$ cat config.mk
export PLATFORM = sky130hd
export DESIGN_NAME = jdp_port
export DESIGN_NICKNAME = d
export VERILOG_FILES = /design/src/hw/jdp_fifo.v /design/src/hw/jdp_port.v
export VERILOG_INCLUDE_DIRS = /design/src /design/src/common
export SDC_FILE = /design/constraint.sdc
export NUM_CORES = 1
export LEC_CHECK = 0
export ABC_AREA = 1
export BUFFER_PORTS_ARGS = -buffer_cell sky130_fd_sc_hd__buf_2
export CORE_ASPECT_RATIO = 0.8
export CORE_UTILIZATION = 50
export CTS_CLUSTER_DIAMETER = 120
export CTS_CLUSTER_SIZE = 20
export DETAILED_ROUTE_END_ITERATION = 10
export PLACE_DENSITY_LB_ADDON = 0.2
export SYNTH_ARGS = -nofsm -noshare
export SYNTH_HDL_FRONTEND = slang
export SYNTH_SLANG_ARGS = --single-unit
$ cat constraint.sdc
create_clock -name clk -period 3.6 [get_ports clk]
set_clock_uncertainty 0.1 [all_clocks]
set_input_delay 0.72 -clock clk [delete_from_list [all_inputs] [get_ports clk]]
set_output_delay 0.72 -clock clk [all_outputs]
set_load 0.1 [all_outputs]
$ cat src/common/jdp_defines.vh
// constants for the test-port pin logic
`ifndef JDP_DEFINES_VH
`define JDP_DEFINES_VH
`define JDP_ST_TLR 4'h0
`define JDP_ST_RTI 4'h1
`define JDP_ST_SDS 4'h2
`define JDP_ST_CDR 4'h3
`define JDP_ST_SDR 4'h4
`define JDP_ST_E1D 4'h5
`define JDP_ST_PDR 4'h6
`define JDP_ST_E2D 4'h7
`define JDP_ST_UDR 4'h8
`define JDP_ST_SIS 4'h9
`define JDP_ST_CIR 4'ha
`define JDP_ST_SIR 4'hb
`define JDP_ST_E1I 4'hc
`define JDP_ST_PIR 4'hd
`define JDP_ST_E2I 4'he
`define JDP_ST_UIR 4'hf
`define JDP_IR_W 4
`define JDP_IR_RST 4'h1
`define JDP_IR_BYPASS 4'hf
`define JDP_IR_DATA 4'h2
`define JDP_DR_W 16
`define JDP_DR_RST 16'h0000
`define JDP_EVT_PULSE 4'h8
`define JDP_FIFO_W 16
`define JDP_FIFO_D 16
`define JDP_FIFO_AW 4
`endif

$ cat src/hw/jdp_fifo.v
// parameterised first-in first-out buffer
`timescale 1ns/10ps
`default_nettype none
module jdp_fifo #(
  parameter W = 16,
  parameter D = 16,
  parameter AW = 4
)
(
  // clock and reset
  input wire clk,
  input wire resetn,
  // write side
  input wire in_valid,
  output wire in_ready,
  input wire [W-1:0] in_data,
  // read side
  output wire out_valid,
  input wire out_ready,
  output wire [W-1:0] out_data
);
  reg [W-1:0] mem [0:D-1];
  reg [AW-1:0] wr_reg;
  reg [AW-1:0] rd_reg;
  reg [AW:0] cnt_reg;
  wire push;
  wire pop;
  assign in_ready = (cnt_reg != D[AW:0]);
  assign out_valid = (cnt_reg != {(AW+1){1'b0}});
  assign out_data = mem[rd_reg];
  assign push = in_valid & in_ready;
  assign pop = out_valid & out_ready;
  always @(posedge clk)
  begin
    if (push)
      mem[wr_reg] <= in_data;
  end
  always @(posedge clk or negedge resetn)
  begin
    if (!resetn)
    begin
      wr_reg <= {AW{1'b0}};
      rd_reg <= {AW{1'b0}};
      cnt_reg <= {(AW+1){1'b0}};
    end
    else
    begin
      if (push)
        wr_reg <= wr_reg + 1'b1;
      if (pop)
        rd_reg <= rd_reg + 1'b1;
      if (push & ~pop)
        cnt_reg <= cnt_reg + 1'b1;
      else if (pop & ~push)
        cnt_reg <= cnt_reg - 1'b1;
    end
  end
endmodule
`default_nettype wire

$ cat src/hw/jdp_port.v
// test access port pin logic with debug-event output
`timescale 1ns/10ps
`default_nettype none
`include "jdp_defines.vh"
module jdp_port
(
  // clock and reset
  input wire clk,
  input wire resetn,
  // test port pins
  input wire tck,
  input wire tms,
  input wire tdi,
  output reg tdo_out,
  output reg tdo_oe,
  // shared test reset / debug event pin
  input wire trstn_in,
  output reg debug_event_out,
  output reg debug_event_oe,
  // debug side
  input wire debug_event_mode,
  input wire debug_event,
  // data register words shifted in, to the core
  output reg [`JDP_DR_W-1:0] rx_data,
  output reg rx_valid,
  input wire rx_ready,
  // words to shift out
  input wire [`JDP_DR_W-1:0] tx_data,
  input wire tx_valid,
  output reg tx_ready,
  // state view
  output reg [3:0] tap_state
);
  // ----------------------------------------
  // pin synchronisers
  // ----------------------------------------
  reg [1:0] tck_s_reg;
  reg [1:0] tms_s_reg;
  reg [1:0] tdi_s_reg;
  reg [1:0] trst_s_reg;
  reg tck_d_reg;
  always @(posedge clk or negedge resetn)
  begin
    if (!resetn)
    begin
      tck_s_reg <= 2'h0;
      tms_s_reg <= 2'h3;
      tdi_s_reg <= 2'h3;
      trst_s_reg <= 2'h3;
      tck_d_reg <= 1'b0;
    end
    else
    begin
      tck_s_reg <= {tck_s_reg[0], tck};
      tms_s_reg <= {tms_s_reg[0], tms};
      tdi_s_reg <= {tdi_s_reg[0], tdi};
      trst_s_reg <= {trst_s_reg[0], trstn_in};
      tck_d_reg <= tck_s_reg[1];
    end
  end
  wire tck_rise = tck_s_reg[1] & ~tck_d_reg;
  wire tck_fall = ~tck_s_reg[1] & tck_d_reg;
  wire tms_s = tms_s_reg[1];
  wire tdi_s = tdi_s_reg[1];
  // shared pin only resets while it is an input
  wire test_rst = ~trst_s_reg[1] & ~debug_event_mode;
  // ----------------------------------------
  // state machine
  // ----------------------------------------
  function [3:0] tap_next;
    input [3:0] s;
    input m;
    begin
      case (s)
        `JDP_ST_TLR: tap_next = m ? `JDP_ST_TLR : `JDP_ST_RTI;
        `JDP_ST_RTI: tap_next = m ? `JDP_ST_SDS : `JDP_ST_RTI;
        `JDP_ST_SDS: tap_next = m ? `JDP_ST_SIS : `JDP_ST_CDR;
        `JDP_ST_CDR: tap_next = m ? `JDP_ST_E1D : `JDP_ST_SDR;
        `JDP_ST_SDR: tap_next = m ? `JDP_ST_E1D : `JDP_ST_SDR;
        `JDP_ST_E1D: tap_next = m ? `JDP_ST_UDR : `JDP_ST_PDR;
        `JDP_ST_PDR: tap_next = m ? `JDP_ST_E2D : `JDP_ST_PDR;
        `JDP_ST_E2D: tap_next = m ? `JDP_ST_UDR : `JDP_ST_SDR;
        `JDP_ST_UDR: tap_next = m ? `JDP_ST_SDS : `JDP_ST_RTI;
        `JDP_ST_SIS: tap_next = m ? `JDP_ST_TLR : `JDP_ST_CIR;
        `JDP_ST_CIR: tap_next = m ? `JDP_ST_E1I : `JDP_ST_SIR;
        `JDP_ST_SIR: tap_next = m ? `JDP_ST_E1I : `JDP_ST_SIR;
        `JDP_ST_E1I: tap_next = m ? `JDP_ST_UIR : `JDP_ST_PIR;
        `JDP_ST_PIR: tap_next = m ? `JDP_ST_E2I : `JDP_ST_PIR;
        `JDP_ST_E2I: tap_next = m ? `JDP_ST_UIR : `JDP_ST_SIR;
        `JDP_ST_UIR: tap_next = m ? `JDP_ST_SDS : `JDP_ST_RTI;
        default: tap_next = `JDP_ST_TLR;
      endcase
    end
  endfunction
  // ----------------------------------------
  // shift registers
  // ----------------------------------------
  reg [`JDP_IR_W-1:0] ir_sh_reg;
  reg [`JDP_IR_W-1:0] ir_reg;
  reg [`JDP_DR_W-1:0] dr_sh_reg;
  reg byp_reg;
  reg out_bit;
  wire data_sel = (ir_reg == `JDP_IR_DATA);
  wire [`JDP_DR_W-1:0] f_data;
  wire f_valid;
  reg f_pop;
  // words captured at update-data go out through the buffer
  reg push_reg;
  wire push_ready;
  jdp_fifo #(
    .W(`JDP_FIFO_W),
    .D(`JDP_FIFO_D),
    .AW(`JDP_FIFO_AW)
  ) u_fifo (
    .clk(clk),
    .resetn(resetn),
    .in_valid(push_reg),
    .in_ready(push_ready),
    .in_data(dr_sh_reg),
    .out_valid(f_valid),
    .out_ready(f_pop),
    .out_data(f_data)
  );
  always @(posedge clk or negedge resetn)
  begin
    if (!resetn)
    begin
      tap_state <= `JDP_ST_TLR;
      ir_sh_reg <= `JDP_IR_RST;
      ir_reg <= `JDP_IR_RST;
      dr_sh_reg <= `JDP_DR_RST;
      byp_reg <= 1'b0;
      push_reg <= 1'b0;
    end
    else if (test_rst)
    begin
      tap_state <= `JDP_ST_TLR;
      ir_reg <= `JDP_IR_RST;
      push_reg <= 1'b0;
    end
    else
    begin
      push_reg <= 1'b0;
      if (tck_rise)
      begin
        tap_state <= tap_next(tap_state, tms_s);
        case (tap_state)
          `JDP_ST_TLR: ir_reg <= `JDP_IR_RST;
          `JDP_ST_CIR: ir_sh_reg <= `JDP_IR_RST;
          `JDP_ST_SIR: ir_sh_reg <= {tdi_s, ir_sh_reg[`JDP_IR_W-1:1]};
          `JDP_ST_UIR: ir_reg <= ir_sh_reg;
          `JDP_ST_CDR:
          begin
            byp_reg <= 1'b0;
            if (tx_valid)
              dr_sh_reg <= tx_data;
          end
          `JDP_ST_SDR:
          begin
            if (data_sel)
              dr_sh_reg <= {tdi_s, dr_sh_reg[`JDP_DR_W-1:1]};
            else
              byp_reg <= tdi_s;
          end
          `JDP_ST_UDR: push_reg <= data_sel & push_ready;
          default: ir_reg <= ir_reg;
        endcase
      end
    end
  end
  always @*
  begin
    out_bit = 1'b0;
    case (tap_state)
      `JDP_ST_SIR: out_bit = ir_sh_reg[0];
      `JDP_ST_SDR: out_bit = data_sel ? dr_sh_reg[0] : byp_reg;
      default: out_bit = 1'b0;
    endcase
  end
  // ----------------------------------------
  // data output, changed on falling test clock; enable also cleared by test reset
  // ----------------------------------------
  always @(posedge clk or negedge resetn)
  begin
    if (!resetn)
    begin
      tdo_out <= 1'b0;
      tdo_oe <= 1'b0;
    end
    else if (test_rst)
      tdo_oe <= 1'b0;
    else if (tck_fall)
    begin
      tdo_out <= out_bit;
      tdo_oe <= (tap_state == `JDP_ST_SIR) |
                (tap_state == `JDP_ST_SDR);
    end
  end
  // ----------------------------------------
  // receive words and debug event pulse
  // ----------------------------------------
  reg [3:0] evt_cnt_reg;
  always @*
  begin
    f_pop = f_valid & (~rx_valid | rx_ready);
  end
  always @(posedge clk or negedge resetn)
  begin
    if (!resetn)
    begin
      rx_valid <= 1'b0;
      tx_ready <= 1'b0;
      rx_data <= `JDP_DR_RST;
      evt_cnt_reg <= 4'h0;
      debug_event_out <= 1'b1;
      debug_event_oe <= 1'b0;
    end
    else
    begin
      if (f_pop)
      begin
        rx_valid <= 1'b1;
        rx_data <= f_data;
      end
      else if (rx_ready)
        rx_valid <= 1'b0;
      tx_ready <= tck_rise & ~test_rst & data_sel &
                  (tap_state == `JDP_ST_CDR);
      debug_event_oe <= debug_event_mode;
      if (debug_event_mode & debug_event & (evt_cnt_reg == 4'h0))
        evt_cnt_reg <= `JDP_EVT_PULSE;
      else if (evt_cnt_reg != 4'h0)
        evt_cnt_reg <= evt_cnt_reg - 4'h1;
      debug_event_out <= ~(debug_event_mode &
        ((debug_event & (evt_cnt_reg == 4'h0)) | (evt_cnt_reg > 4'h1)));
    end
  end
endmodule
`default_nettype wire

### After elaboration in Yosys (flattened, before gate mapping)

Memories as Yosys holds them, arrays and structs flattened. A register that Yosys moved wholly into a read port is not among the register bits.
Index checks and enable logic that the tools add are counted.

* add/subtract/negate cells: 5
* order comparisons: 1
* equal/unequal tests: 20
* muxes and demuxes: 39
* bitwise logic cells: 28
* reduce and logical (&&, ||, !) cells: 21

Operators by type and width (number)
* $pmux W4 S12: 1
* $mux W4: 10
* $eq A4 B4 Y1 const B: 8
* $mux W16: 2
* $pmux W16 S2: 1
* $and A1 B1 Y1: 16
* $eq A4 B3 Y1 const B: 4
* $pmux W4 S2: 2
* $mux W1: 14
* $reduce_bool A2 Y1: 7
* $eq A4 B2 Y1 const B: 3
* $mux W5: 2
* $not A1 Y1: 9
* $add A4 B1 Y4 const B: 2
* $logic_not A4 Y1: 2
* $mux W2: 3
* $mux W3: 2
* $ne A2 B2 Y1 const B: 3
* $add A5 B1 Y5 const B: 1
* $ne A5 B5 Y1 const B: 1
* $reduce_and A5 Y1: 1
* $reduce_bool A5 Y1: 1
* $sub A5 B1 Y5 const B: 1
* $eq A4 B1 Y1 const B: 1
* 12 further kinds: 17

* flip-flop bits (word level): 62
* memory bits (writable): 256
* input bits: 26
* output and inout port bits: 26
* word-level logic and storage cells: 136
* memories kept: 1

Memories
* u_fifo.mem: depth 16, bits a word 16, rd ports 1, clocked after Yosys merged registers in 1, wr ports 1, line jdp_fifo.v:22 `reg [W-1:0] mem [0:D-1];`

### Logic depth before layout (Yosys ltp)

* depth in word-level cells: 7
* gate-level depth with buffers: 13
* gate-level depth less buffers: 13

### Hierarchy

From an unflattened synthesis, not the netlist that was laid out.

* cells, all modules: 1509
* area, all modules: 14750.4 um^2

Modules (own cells, without submodules)
* jdp_fifo: instances 1, cells each 1117, area an instance 11628.7 um^2, seq. area each 8012.7 um^2
* jdp_port: instances 1, cells each 392, area an instance 3121.7 um^2, seq. area each 1637.8 um^2

### Worst setup path before layout

OpenSTA, ideal clock, no wires.

* path type: flip-flop to flip-flop
* from: register rx_valid
* to: register u_fifo.cnt_reg[4]
* library setup time: 0.065 ns
* arrival time: 2.604 ns
* required time: 3.435 ns
* path slack: 0.831 ns
* stages on the path, launching flop included: 13
* buffers on the path: 1
* clock period less this slack: 2.769 ns
* cells stage by stage: dfrtp_1 nand2_1 nand2_1 buf_2 ha_1 inv_1 fa_1 a21oi_1 nor2_1 nor2_1 xor2_1 nand2_1 nand2_1

* cells in the longest elaborated chain, start to end: 7

RTL lines
* from (decl): line jdp_port.v:25 `output reg rx_valid,`
* from (signal assigned): line jdp_port.v:211 `rx_valid <= 1'b0;`
* from (signal assigned): line jdp_port.v:222 `rx_valid <= 1'b1;`
* from (signal assigned): line jdp_port.v:226 `rx_valid <= 1'b0;`
* $not A1 Y1 *: line jdp_port.v:205 `f_pop = f_valid & (~rx_valid | rx_ready);`
* $or A1 B1 Y1 *: line jdp_port.v:205
* $and A1 B1 Y1 *: line jdp_port.v:205
* $and A1 B1 Y1 *: line jdp_fifo.v:32 `assign pop = out_valid & out_ready;`
* $not A1 Y1: line jdp_fifo.v:52 `if (push & ~pop)`
* $and A1 B1 Y1: line jdp_fifo.v:52
* $mux W5 or $reduce_bool A2 Y1 (tied branches)
* to (signal assigned): line jdp_fifo.v:44 `cnt_reg <= {(AW+1){1'b0}};`
* to (signal assigned): line jdp_fifo.v:53 `cnt_reg <= cnt_reg + 1'b1;`
* to (signal assigned): line jdp_fifo.v:55 `cnt_reg <= cnt_reg - 1'b1;`
* to (decl): line jdp_fifo.v:25 `reg [AW:0] cnt_reg;`

Every way passes the cells marked *; elsewhere a longest branch is shown, timed or not.
A chain may end at the register's enable or synchronous reset.

### Worst setup path in the final report

* from: register u_fifo.cnt_reg[0]
* to: register u_fifo.cnt_reg[4]

RTL lines
* $ne A5 B5 Y1 *: line jdp_fifo.v:28 `assign in_ready = (cnt_reg != D[AW:0]);`
* $and A1 B1 Y1 *: line jdp_fifo.v:31 `assign push = in_valid & in_ready;`
* named net u_fifo.push: line jdp_fifo.v:26 `wire push;`
* $not A1 Y1: line jdp_fifo.v:54 `else if (pop & ~push)`
* $and A1 B1 Y1: line jdp_fifo.v:54
* $reduce_bool A2 Y1 (no source line)

Mark *: on every way through the listed nets, which the timed path passes. The rest lies on a longest branch. The select of a mux whose other input is x is not followed.

==> metrics.txt <==
DR WL/cell 17.21 um; DRC 0; CP Capture Type flip-flop; Slew headroom 24.51%; Synth Cell Area around 0.015 mm^2; Seq/Total Area, Yosys roughly 65%; data arrival time of the worst path 2.94 ns; Post-Route Utilization a little under three fifths; post-layout min period about 2.6 ns; WL final 33,270 um; Hold Crit Class primary input to async pin; router iterations before antenna repair 5; Starting Density around half; grt ovf 0; share of cells above drive strength 1 11.00%; largest net degree at the start of global routing between 90 and 100; ANT cells 0; Routed Antenna Nets 0; Area Growth Syn to Fin 9.449%; max-cap viol count 0; Startpoint Class flip-flop; max reg flops 256; routed vias/inst ~5.2; worst-path maximum fanout 4; Die X-Extent 194.3 um; worst-skew pair later-pin latency approximately 0.52 ns; pre-CTS WS around 1.0 ns; Cell Rows between 50 and 60; Highest Clock Rate 0.3872 GHz; core area approximately 0.029 mm^2; global-route wire length before repair 52,630 um; syn nets 1,547; Post-Route Setup TNS 0 ns; RSZ-0062 raised after global routing no; final setup vio count 0; Overall Power between 8 and 9 mW; count of pins over their slew limit 0; Req. time, crit path just under 4 ns; Lkg Pwr around 7.3 nW; H-tree depth 1; final hold violation count 0; initial antenna violation count 0; Synth Register Bits ~330; Die ar. just over 0.03 mm^2; total CTS buffers 20; CTS tree built; hold_buf cts 0; Power Density around 540 mW/mm^2; Mapped Avg Cell Area around 10 um^2; Peak VDD IR 0.3365 mV; via count roughly 10,000; Final Cycle Share a little under three quarters; 1st-iter DRT viols 805; Clock Tree Buf Depth 3; number of port buffers between 50 and 60; Final nets between 1,500 and 2,000; die height around 160 um; reg-to-reg setup timing slack 1.02 ns; Final Worst Setup Slack 1.017 ns; clock sinks between 300 and 400; Worst Max-Slew Pin Slew roughly 1.1 ns; outcome finished clean; Fillers about 2,500; number of distinct library cells after synthesis 32; CP Class flip-flop to flip-flop; clock root cell clkbuf_16; vias in the first global route approximately 9,400; clock transition at the registers of the reported paths around 0.090 ns; Cells after Synth around 1,500; cts repair resizes 0; Placer Congestion 0.8080; DP Wirelength approximately 21,000 um; gr usage total 22.48%; I/O pin count between 50 and 60; total setup buffers inserted after CTS 0; YS warnings 0
==> cell type report <==
| type | instances | area (um^2) | area share (%) |
|---|---|---|---|
| clock buffers | 35 | 578.1 | 3.571 |
| clock inverters | 1 | 8.758 | 0.05410 |
| inverters | 251 | 943.4 | 5.827 |
| multi-input cells | 859 | 3980 | 24.58 |
| flip-flops and latches | 334 | 9656 | 59.64 |
| well taps | 370 | 462.9 | 2.860 |
| repair buffers | 83 | 560.5 | 3.462 |
==> cells in the mapped netlist <==
library cell,count,share of area [%]
a21boi_0,1,0.051
o21ai_2,14,0.83
fa_1,1,0.14
inv_1,246,6.2
nor4_1,1,0.042
buf_1,12,0.30
ha_1,12,1.0
xnor2_1,4,0.24
edfxtp_1,256,52
o22ai_1,1,0.042
nand2_2,18,0.76
dfrtp_1,69,12
xor2_1,5,0.30
nand3b_1,1,0.051
nor3_1,19,0.64
buf_2,26,0.88
clkbuf_1,22,0.56
clkinv_1,1,0.025
a21oi_1,9,0.30
o21ai_1,2,0.068
buf_4,1,0.051
nor3_4,2,0.22
o21ai_0,41,1.4
nand3_1,203,6.9
buf_6,3,0.23
nor3b_1,1,0.051
nand2_1,490,12
nor2_1,32,0.81
dfstp_2,9,1.6
a31oi_1,1,0.042
nor2_4,1,0.076
inv_2,4,0.10
==> critical path, stage by stage, from the launching register on <==
cell and delay [ns]:
dfrtp_1 0.44, nor4_1 0.40, nand2_1 0.13, nand2_1 0.10
inv_1 0.09, ha_1 0.22, inv_1 0.15, ha_1 0.28
a21oi_1 0.16, nor2_1 0.05, nor2_1 0.10, xor2_1 0.16
nand2_1 0.07, nand2_1 0.05
==> report_power, final <==
| group | internal, mW | leakage, nW | switching [mW] |
|---|---|---|---|
| sequential | 4.24 | 3.71 | 0.152 |
| combinational | 0.554 | 3.33 | 1.43 |
| clock | 1.10 | 0.279 | 1.23 |
| total | 5.90 | 7.32 | 2.81 |
==> through the flow <==
| stage | cells | area [um^2] | hold slack (ns) |
|---|---|---|---|
| after global placement | 1897 | 15600 | 0.2364 |
| after detailed placement | 1897 | 15600 | 0.2472 |
| after CTS | 1933 | 16190 | 0.09428 |
| after global routing | 1933 | 16190 | 0.1152 |
| after floorplan | 1508 | 14790 | 0.2312 |
| final | 1933 | 16190 | 0.08616 |
==> cells in the final DEF, fill, tap and decap left out, drive strengths merged <==
| master | instances |
|---|---|
| dfrtp | 69 |
| a31oi | 1 |
| inv | 249 |
| nor3b | 1 |
| clkbuf | 35 |
| clkinv | 3 |
| xor2 | 5 |
| ha | 12 |
| a21oi | 9 |
| o21ai | 57 |
| nor4 | 1 |
| edfxtp | 256 |
| a21boi | 1 |
| dfstp | 9 |
| o22ai | 1 |
| nor3 | 21 |
| xnor2 | 4 |
| buf | 83 |
| nand3 | 203 |
| fa | 1 |
| nor2 | 33 |
| nand2 | 508 |
| nand3b | 1 |
==> path summary, 6_finish.rpt <==
path,endpoint,from,cells after the start
setup / recovery,u_fifo.cnt_reg[4]$_DFFE_PN0P_,u_fifo.cnt_reg[0]$_DFFE_PN0P_,13
hold / removal,evt_cnt_reg[3]$_DFFE_PN0P_,resetn,1
setup reg to reg,u_fifo.cnt_reg[4]$_DFFE_PN0P_,u_fifo.cnt_reg[0]$_DFFE_PN0P_,13
hold reg to reg,tdi_s_reg[1]$_DFF_PN1_,tdi_s_reg[0]$_DFF_PN1_,0
max in group asynchronous,ir_sh_reg[0]$_DFFE_PN1P_,resetn,2
min in group clk,trst_s_reg[0]$_DFF_PN1_,trstn_in,1
==> logic make-up (layout without fill, tap and decap cells) <==
family,after synthesis,in the layout,share of synthesized area (%)
buffers and inverters,315,370,8.391
XOR/XNOR,9,9,0.5329
adder cells (fa/ha/maj),13,13,1.150
AO/OA/AOI/OAI,69,69,2.724
flip-flops,334,334,65.24
AND/OR/NAND/NOR,768,768,21.96
==> layer usage <==
metal	GRT usage, %	wire, um	vias up
met5	0	0	-
met1	33.50	15850	4762
met3	2.962	1935	38
met2	35.42	14900	285
li1	-	-	4897
met4	4.875	582	0
Note: power is estimated with default switching activity, not from simulation.
